**src/design/adcst_regs.vh**
```
// register offsets, field positions, reset values and source codes for the converter control
`ifndef ADCST_REGS_VH
`define ADCST_REGS_VH
`define ADCST_OFF_COMMAND   12'h000
`define ADCST_OFF_RESULT    12'h004
`define ADCST_OFF_TIME      12'h008
`define ADCST_OFF_TEST      12'h00c
`define ADCST_OFF_STATUS    12'h010
`define ADCST_OFF_MASK      12'h014
`define ADCST_OFF_CC_CTRL   12'h018
`define ADCST_CMD_CH_LSB    0
`define ADCST_CMD_CH_MSB    2
`define ADCST_CMD_GO_BIT    3
`define ADCST_CMD_MODE_LSB  4
`define ADCST_CMD_MODE_MSB  5
`define ADCST_MODE_10BIT    2'h0
`define ADCST_MODE_8BIT     2'h1
`define ADCST_MODE_THR_HIGH 2'h2
`define ADCST_MODE_THR_LOW  2'h3
`define ADCST_TEST_SRC_LSB  0
`define ADCST_TEST_SRC_MSB  1
`define ADCST_TEST_OFS_LSB  2
`define ADCST_TEST_OFS_MSB  3
`define ADCST_SRC_PIN       2'h0
`define ADCST_SRC_GROUND    2'h1
`define ADCST_SRC_REF       2'h2
`define ADCST_TIME_CONV_LSB 0
`define ADCST_TIME_CONV_MSB 4
`define ADCST_TIME_SAMP_LSB 5
`define ADCST_TIME_SAMP_MSB 7
`define ADCST_CC_START_BIT  2
`define ADCST_STAT_DONE_BIT 0
`define ADCST_RST_COMMAND   8'h00
`define ADCST_RST_TIME      8'hff
`define ADCST_RST_TEST      8'h00
`define ADCST_RST_MASK      1'h0
`define ADCST_RST_CC_CTRL   4'h0
`define ADCST_FULL_SCALE    10'h3ff
`define ADCST_REF_CODE      10'h3ff
`define ADCST_GND_CODE      10'h000
`define ADCST_OFS_STEP      10'h001
`endif

```
**src/design/adcst_timer.v**
```verilog
// phase timer: counts sample then conversion time from the timing register
`timescale 1ns/1ns
module adcst_timer
(
    input  wire       CLK,
    input  wire       RESET,
    input  wire       start,
    input  wire [2:0] samp_time,
    input  wire [4:0] conv_time,
    output reg        sampling,
    output reg        latch,
    output reg        done
);
    reg [5:0] count;
    reg       busy;
    always @(posedge CLK)
    begin
        if (RESET)
        begin
            count    <= 6'h00;
            busy     <= 1'b0;
            sampling <= 1'b0;
            latch    <= 1'b0;
            done     <= 1'b0;
        end
        else
        begin
            latch <= 1'b0;
            done  <= 1'b0;
            if (start && !busy)
            begin
                // sample phase lasts samp_time+1 cycles, conversion conv_time+1 cycles
                busy     <= 1'b1;
                sampling <= 1'b1;
                count    <= {3'h0, samp_time};
            end
            else if (busy)
            begin
                if (count != 6'h00)
                    count <= count - 6'h01;
                else if (sampling)
                begin
                    sampling <= 1'b0;
                    latch    <= 1'b1;
                    count    <= {1'b0, conv_time};
                end
                else
                begin
                    busy <= 1'b0;
                    done <= 1'b1;
                end
            end
        end
    end
endmodule

```
**src/design/adcst_top.v**
```verilog
// converter control: apb registers, start logic, sequencing, threshold detect, interrupt
//
// The implementer's own choices: the APB interface to the registers and the address map.
`timescale 1ns/1ns
`include "adcst_regs.vh"
module adcst_top
(
    input  wire        CLK,
    input  wire        RESET,
    input  wire        PSEL,
    input  wire        PENABLE,
    input  wire        PWRITE,
    input  wire [11:0] PADDR,
    input  wire [31:0] PWDATA,
    output reg  [31:0] PRDATA,
    output reg         PREADY,
    output reg         PSLVERR,
    input  wire [79:0] ANALOG_CODE,
    input  wire [3:0]  COMPARE_EVENT,
    output reg  [2:0]  CHANNEL_SELECT,
    output reg         SAMPLE_ACTIVE,
    output reg         BUSY,
    output reg         IRQ
);
    localparam ST_IDLE = 3'b001;
    localparam ST_RUN  = 3'b010;
    localparam ST_DONE = 3'b100;

    reg  [7:0]  command;
    reg  [9:0]  result;
    reg  [7:0]  timing;
    reg  [7:0]  offset_test;
    reg         status_done;
    reg         mask_done;
    reg  [3:0]  capture_compare_control_reg;
    reg  [2:0]  state;
    reg  [2:0]  next_state;
    reg  [9:0]  held_code;
    reg         thr_above;
    reg         thr_valid;
    reg         timer_start;
    reg  [31:0] read_mux;
    reg         hit_map;
    reg  [9:0]  pin_code;
    reg  [9:0]  source_code;
    reg  [10:0] trimmed;

    wire        sampling;
    wire        latch;
    wire        conv_done;
    wire        access   = PSEL && PENABLE && PREADY;
    wire        wr       = access && PWRITE;
    wire [2:0]  channel  = command[`ADCST_CMD_CH_MSB:`ADCST_CMD_CH_LSB];
    wire [1:0]  mode     = command[`ADCST_CMD_MODE_MSB:`ADCST_CMD_MODE_LSB];
    wire [1:0]  source   = offset_test[`ADCST_TEST_SRC_MSB:`ADCST_TEST_SRC_LSB];
    wire [1:0]  ofs_trim = offset_test[`ADCST_TEST_OFS_MSB:`ADCST_TEST_OFS_LSB];
    wire        thr_mode = mode[1];
    wire        wr_cmd   = wr && (PADDR == `ADCST_OFF_COMMAND);
    wire        wr_res   = wr && (PADDR == `ADCST_OFF_RESULT);
    wire        cc_fire  = |(COMPARE_EVENT & capture_compare_control_reg);
    wire        go_now   = wr_cmd && PWDATA[`ADCST_CMD_GO_BIT];
    wire        trigger  = go_now || cc_fire;
    wire [9:0]  thr_ref  = {result[9:2], 2'h0};
    wire        above    = held_code >= thr_ref;
    wire        crossed  = thr_valid && (above != thr_above) &&
                           ((mode == `ADCST_MODE_THR_HIGH) ? above : !above);
    wire        event_set;
    wire [89:0] mux_chain;

    // channel mux; ANALOG_CODE packs eight 10-bit codes, channel 0 lowest
    // an or-chain of per-channel gates, so only the selected code survives
    assign mux_chain[9:0] = 10'h000;
    genvar g;
    generate
        for (g = 0; g < 8; g = g + 1)
        begin : g_chan
            wire sel = (channel == g);
            assign mux_chain[10*g+19:10*g+10] = mux_chain[10*g+9:10*g] |
                                                (sel ? ANALOG_CODE[10*g+9:10*g] : 10'h000);
        end
    endgenerate

    always @*
    begin
        pin_code = mux_chain[89:80];
    end

    // ground or reference replaces the pin, then the offset trim is added, saturating at full scale
    always @*
    begin
        case (source)
            `ADCST_SRC_GROUND: source_code = `ADCST_GND_CODE;
            `ADCST_SRC_REF:    source_code = `ADCST_REF_CODE;
            default:           source_code = pin_code;
        endcase
        trimmed = {1'b0, source_code} + {9'h000, ofs_trim};
        if (trimmed[10])
            trimmed = {1'b0, `ADCST_FULL_SCALE};
    end

    adcst_timer u_timer
    (
        .CLK       (CLK),
        .RESET     (RESET),
        .start     (timer_start),
        .samp_time (timing[`ADCST_TIME_SAMP_MSB:`ADCST_TIME_SAMP_LSB]),
        .conv_time (timing[`ADCST_TIME_CONV_MSB:`ADCST_TIME_CONV_LSB]),
        .sampling  (sampling),
        .latch     (latch),
        .done      (conv_done)
    );

    always @*
    begin
        next_state = state;
        case (state)
            ST_IDLE: if (trigger) next_state = ST_RUN;
            ST_RUN:  if (conv_done) next_state = ST_DONE;
            ST_DONE:
            begin
                // threshold modes keep converting until the crossing is seen
                if (thr_mode && !crossed)
                    next_state = ST_RUN;
                else
                    next_state = ST_IDLE;
            end
            default: next_state = ST_IDLE;
        endcase
    end

    assign event_set = (state == ST_DONE) && (!thr_mode || crossed);

    always @(posedge CLK)
    begin
        if (RESET)
        begin
            state       <= ST_IDLE;
            held_code   <= 10'h000;
            thr_above   <= 1'b0;
            thr_valid   <= 1'b0;
            timer_start <= 1'b0;
        end
        else
        begin
            state       <= next_state;
            timer_start <= (next_state == ST_RUN) && (state != ST_RUN);
            if (latch)
                held_code <= trimmed[9:0];
            if (state == ST_DONE && thr_mode)
            begin
                thr_above <= above;
                thr_valid <= !crossed;
            end
            if (trigger && state == ST_IDLE)
                thr_valid <= 1'b0;
        end
    end

    // register file
    always @(posedge CLK)
    begin
        if (RESET)
        begin
            command                     <= `ADCST_RST_COMMAND;
            result                      <= 10'h000;
            timing                      <= `ADCST_RST_TIME;
            offset_test                 <= `ADCST_RST_TEST;
            status_done                 <= 1'b0;
            mask_done                   <= `ADCST_RST_MASK;
            capture_compare_control_reg <= `ADCST_RST_CC_CTRL;
        end
        else
        begin
            if (wr_cmd)
                command <= PWDATA[7:0];
            if (wr_res)
                result[9:2] <= PWDATA[15:8];
            else if (state == ST_DONE && !thr_mode)
            begin
                if (mode == `ADCST_MODE_8BIT)
                    result <= {held_code[9:2], 2'h0};
                else
                    result <= held_code;
            end
            if (wr && PADDR == `ADCST_OFF_TIME)
                timing <= PWDATA[7:0];
            if (wr && PADDR == `ADCST_OFF_TEST)
                offset_test <= PWDATA[7:0];
            if (wr && PADDR == `ADCST_OFF_MASK)
                mask_done <= PWDATA[`ADCST_STAT_DONE_BIT];
            if (wr && PADDR == `ADCST_OFF_CC_CTRL)
                capture_compare_control_reg <= {4{PWDATA[`ADCST_CC_START_BIT]}} &
                                               PWDATA[7:4];
            // set wins over the write-one-to-clear
            if (event_set)
                status_done <= 1'b1;
            else if (wr && PADDR == `ADCST_OFF_STATUS && PWDATA[`ADCST_STAT_DONE_BIT])
                status_done <= 1'b0;
        end
    end

    always @*
    begin
        hit_map  = 1'b1;
        read_mux = 32'h00000000;
        case (PADDR)
            `ADCST_OFF_COMMAND: read_mux = {24'h000000, command};
            `ADCST_OFF_RESULT:  read_mux = {16'h0000, result[9:2], result[1:0], 5'h00,
                                            BUSY};
            `ADCST_OFF_TIME:    read_mux = {24'h000000, timing};
            `ADCST_OFF_TEST:    read_mux = {24'h000000, offset_test};
            `ADCST_OFF_STATUS:  read_mux = {31'h00000000, status_done};
            `ADCST_OFF_MASK:    read_mux = {31'h00000000, mask_done};
            `ADCST_OFF_CC_CTRL: read_mux = {24'h000000, capture_compare_control_reg,
                                            1'b0, |capture_compare_control_reg, 2'h0};
            default:            hit_map  = 1'b0;
        endcase
    end

    // apb slave: one wait state keeps every output registered
    always @(posedge CLK)
    begin
        if (RESET)
        begin
            PRDATA         <= 32'h00000000;
            PREADY         <= 1'b0;
            PSLVERR        <= 1'b0;
            CHANNEL_SELECT <= 3'h0;
            SAMPLE_ACTIVE  <= 1'b0;
            BUSY           <= 1'b0;
            IRQ            <= 1'b0;
        end
        else
        begin
            PREADY  <= PSEL && PENABLE && !PREADY;
            PSLVERR <= PSEL && PENABLE && !PREADY && !hit_map;
            if (PSEL && PENABLE && !PREADY && !PWRITE)
                PRDATA <= read_mux;
            CHANNEL_SELECT <= channel;
            SAMPLE_ACTIVE  <= sampling;
            BUSY           <= (next_state != ST_IDLE);
            IRQ            <= (status_done || event_set) && mask_done;
        end
    end
endmodule

```
**config.mk**
```make
export PLATFORM = sky130hd
export DESIGN_NAME = adcst_top
export DESIGN_NICKNAME = d
export VERILOG_FILES = /design/src/design/adcst_timer.v /design/src/design/adcst_top.v
export VERILOG_INCLUDE_DIRS = /design/src /design/src/design
export SDC_FILE = /design/constraint.sdc
export NUM_CORES = 1
export LEC_CHECK = 0
export BUFFER_PORTS_ARGS = -buffer_cell sky130_fd_sc_hd__buf_4
export CAP_MARGIN = 20
export CORE_MARGIN = 2
export CORE_UTILIZATION = 45
export CTS_BUF_LIST = sky130_fd_sc_hd__clkbuf_8
export DETAILED_ROUTE_END_ITERATION = 8
export PLACE_DENSITY = 0.7
export SYNTH_ARGS = -nofsm -noshare
export SYNTH_HDL_FRONTEND = slang
export SYNTH_SLANG_ARGS = --single-unit
```
**constraint.sdc**
```tcl
create_clock -name CLK -period 8 [get_ports CLK]
set_input_delay 0.4 -clock CLK [delete_from_list [all_inputs] [get_ports CLK]]
set_output_delay 0.4 -clock CLK [all_outputs]
set_load 0.005 [all_outputs]
```
==> flow_summary.toml <==
[layout]
utilization = 0.5700
top_register = "PRDATA"
final-seq-area_mm2 = 0.001802
drive_gt1_frac = 0.2667
diodes = 0
largest_reg_flops = 16
area_growth_pct = 23.75
num-fill-cells = 1057
mostFrequentLayoutCells = "buf_4 (146), dfxtp_1 (90), nor2_1 (67), nand2_1 (65), a21oi_1 (43)"
fin_nets = 891
layout.cells.most_common = "buf_4"
top_regs = "PRDATA x16, held_code x10, result x10"
multiInputGateArea_mm2 = 0.003077

[yosys]
ys.flop_type = "dfxtp_1"
ys_ff_latch = 90
ys_warn_count = 0
synth-edff-count = 0
yosysSeqAreaShare = 0.3440
avgSynthCellArea_um2 = 8.340
synthMuxAreaShare = 0.1183
yosysUniqueCellTypes = 71
syn_area_mm2 = 0.005238
yosysTopAreaCell = "dfxtp_1"
synthTopCellsByArea = "dfxtp_1 (34%), mux2i_1 (7.5%), nor2_1 (4.8%)"
synthArstFlopShare = 0
yosysTopAreaCellShare = 0.3440
netlist_instances = 628
yosys.area_share.simple = 0.2183
synth_compound_area_frac = 0.1976
synth_xor_area_frac = 0.008361
synthAdderAreaFrac = 0.03249
synth_top_family_by_area = "simple AND/OR/NAND/NOR gates"

[clock_network]
clkSinkCount = 90
clk_path_buf_depth = 2
clockRootBuffer = "clkbuf_8"
post_cts.repair.setup_buffers = 0
cts_tree = "done"
clkLatencyLatePin_ns = 0.37
h-tree-depth = 3
clk_pin_slew_worst_paths_ns = 0.09
hold_buffers = 0
cts_buffers = 9
ctsResizeCount = 0

[sta]
setup_viol = 0
holdWs_ns = 0.2885
setup_tns_ns = 0
fin_crit_sh = 0.4984
worst_slew_pin_slew_ns = 1.013
relSlewSlack = 0.3235
hold_viol_final = 0
timing.final.crit_period_ns = 3.987
fmax_ghz = 0.2508
rsz0062_at_grt = "false"
final.setup.worst_slack_ns = 4.013
drv_slew = 0
worst_clock_skew_ns = 0.01654

[global_route]
grt_pass1_vias = 4646
antenna_found_initial = 0
grt-ovfl-total = 0
track_usage = 0.2231
grt_max_degree = 76
grt_pass1_wl_mm = 22.81

[floorplan]
fp.dieW_um = 111.9
die_area_mm2 = 0.01252
core_region_area_mm2 = 0.01137
rows = 39
chipHeight_um = 111.9
start_util = 0.4607
ioPinCount = 173

[detailed_routing]
drc = 0
wl_per_cell_um = 15.67
top_layer = "met4"
num_vias = 4936
routed_wl_mm = 14.00
wl_met3_um = 989
drt_iter0_markers = 325
wl_met1_mm = 6.508
dr.pass1.iters = 5
ant_nets = 0
via_per_inst = 5.527
wl_met2_mm = 6.361

[critical_path]
required_ns = 8.27
crit_path_end_kind = "register"
worst-r2r-setup-slack_ns = 4.01
rr_worst_depth = 12
cp-start-kind = "register"
path_max_fanout = 28
crit_type = "reg2reg"
worstPathArrival_ns = 4.25

[pwr]
ir_drop_v = 0.00007654
powerDensity_mw_per_mm2 = 133.1
p_leak_nw = 2.509

[placement]
portBuffers = 140
dp_hpwl_mm = 10.53
preCtsSetupSlack_ns = 3.914
place_congestion = 0.8347

[outcome]
outcome = "finished, final reports clean"

[flow_run]
drv_cap = 0

[hold_path]
hold_depth = 3
min_path_type = "in2reg"
[per-stage QoR]
step	cell area (um2)	total power, mW	instances
after global routing	6481	0.8981	893
after detailed placement	6243	0.5533	875
final	6481	0.8629	893
after CTS	6449	0.8678	891
after global placement	6243	0.5519	875
after floorplan	5294	0.5003	643
[path summary, 6_finish.rpt]
| kind | startpoint | endpoint |
|---|---|---|
| setup / recovery | command[0] | held_code[6] |
| hold / removal | PWDATA[1] | timing[1] |
| setup reg to reg | command[0] | held_code[6] |
| hold reg to reg | PRDATA[14] | PRDATA[14] |
[layout make-up]
cell class	instances	area share
clock buffer	11	0.02336
timing repair buffer	148	0.1741
multi-input combinational	472	0.4747
clock inverter	5	0.008301
inverter	24	0.01390
sequential	90	0.2780
tap	143	0.02761
[critical path, stage by stage, from the launching register on]
cell and delay, ns:
dfxtp_1 1.00, nor2b_1 0.30, nand2_1 0.07, o21ai_0 0.07, a22oi_1 0.11, a31oi_1 0.25, ha_1 0.20, inv_1 0.06
fa_1 0.40, nand4b_1 0.27, or3_4 0.38, o31a_1 0.47, o32ai_2 0.31
[cells in the mapped netlist, drive strengths merged, types with 8 or more instances]
| cell | number |
|---|---|
| nor2 | 68 |
| a22oi | 9 |
| nor3 | 19 |
| a31oi | 9 |
| dfxtp | 90 |
| mux2i | 39 |
| ha | 12 |
| a211oi | 22 |
| o21ai | 19 |
| buf | 31 |
| nand3 | 33 |
| clkbuf | 26 |
| a221oi | 11 |
| nand2 | 65 |
| nor2b | 8 |
| inv | 24 |
| mux2 | 10 |
| a21oi | 43 |
[power breakdown]
group | switching (mW) | internal, mW
logic | 0.0401 | 0.0522
registers | 0.00178 | 0.450
clock network | 0.159 | 0.160
total | 0.201 | 0.662
[per-layer routing]
metal | vias to the layer above | global-route usage
met3 | 12 | 0.04627
met1 | 2261 | 0.3121
li1 | 2474 | -
met5 | - | 0
met2 | 189 | 0.3527
met4 | 0 | 0.05844
[kinds of logic after synthesis]
family / count (synthesis)
AO/OA/AOI/OAI: 146
XOR/XNOR: 5
adder cells (fa/ha/maj): 13
buffers and inverters: 81
flip-flops: 90
multiplexers: 54
other: 1
AND/OR/NAND/NOR: 238
(Power assumes the default switching activity.)
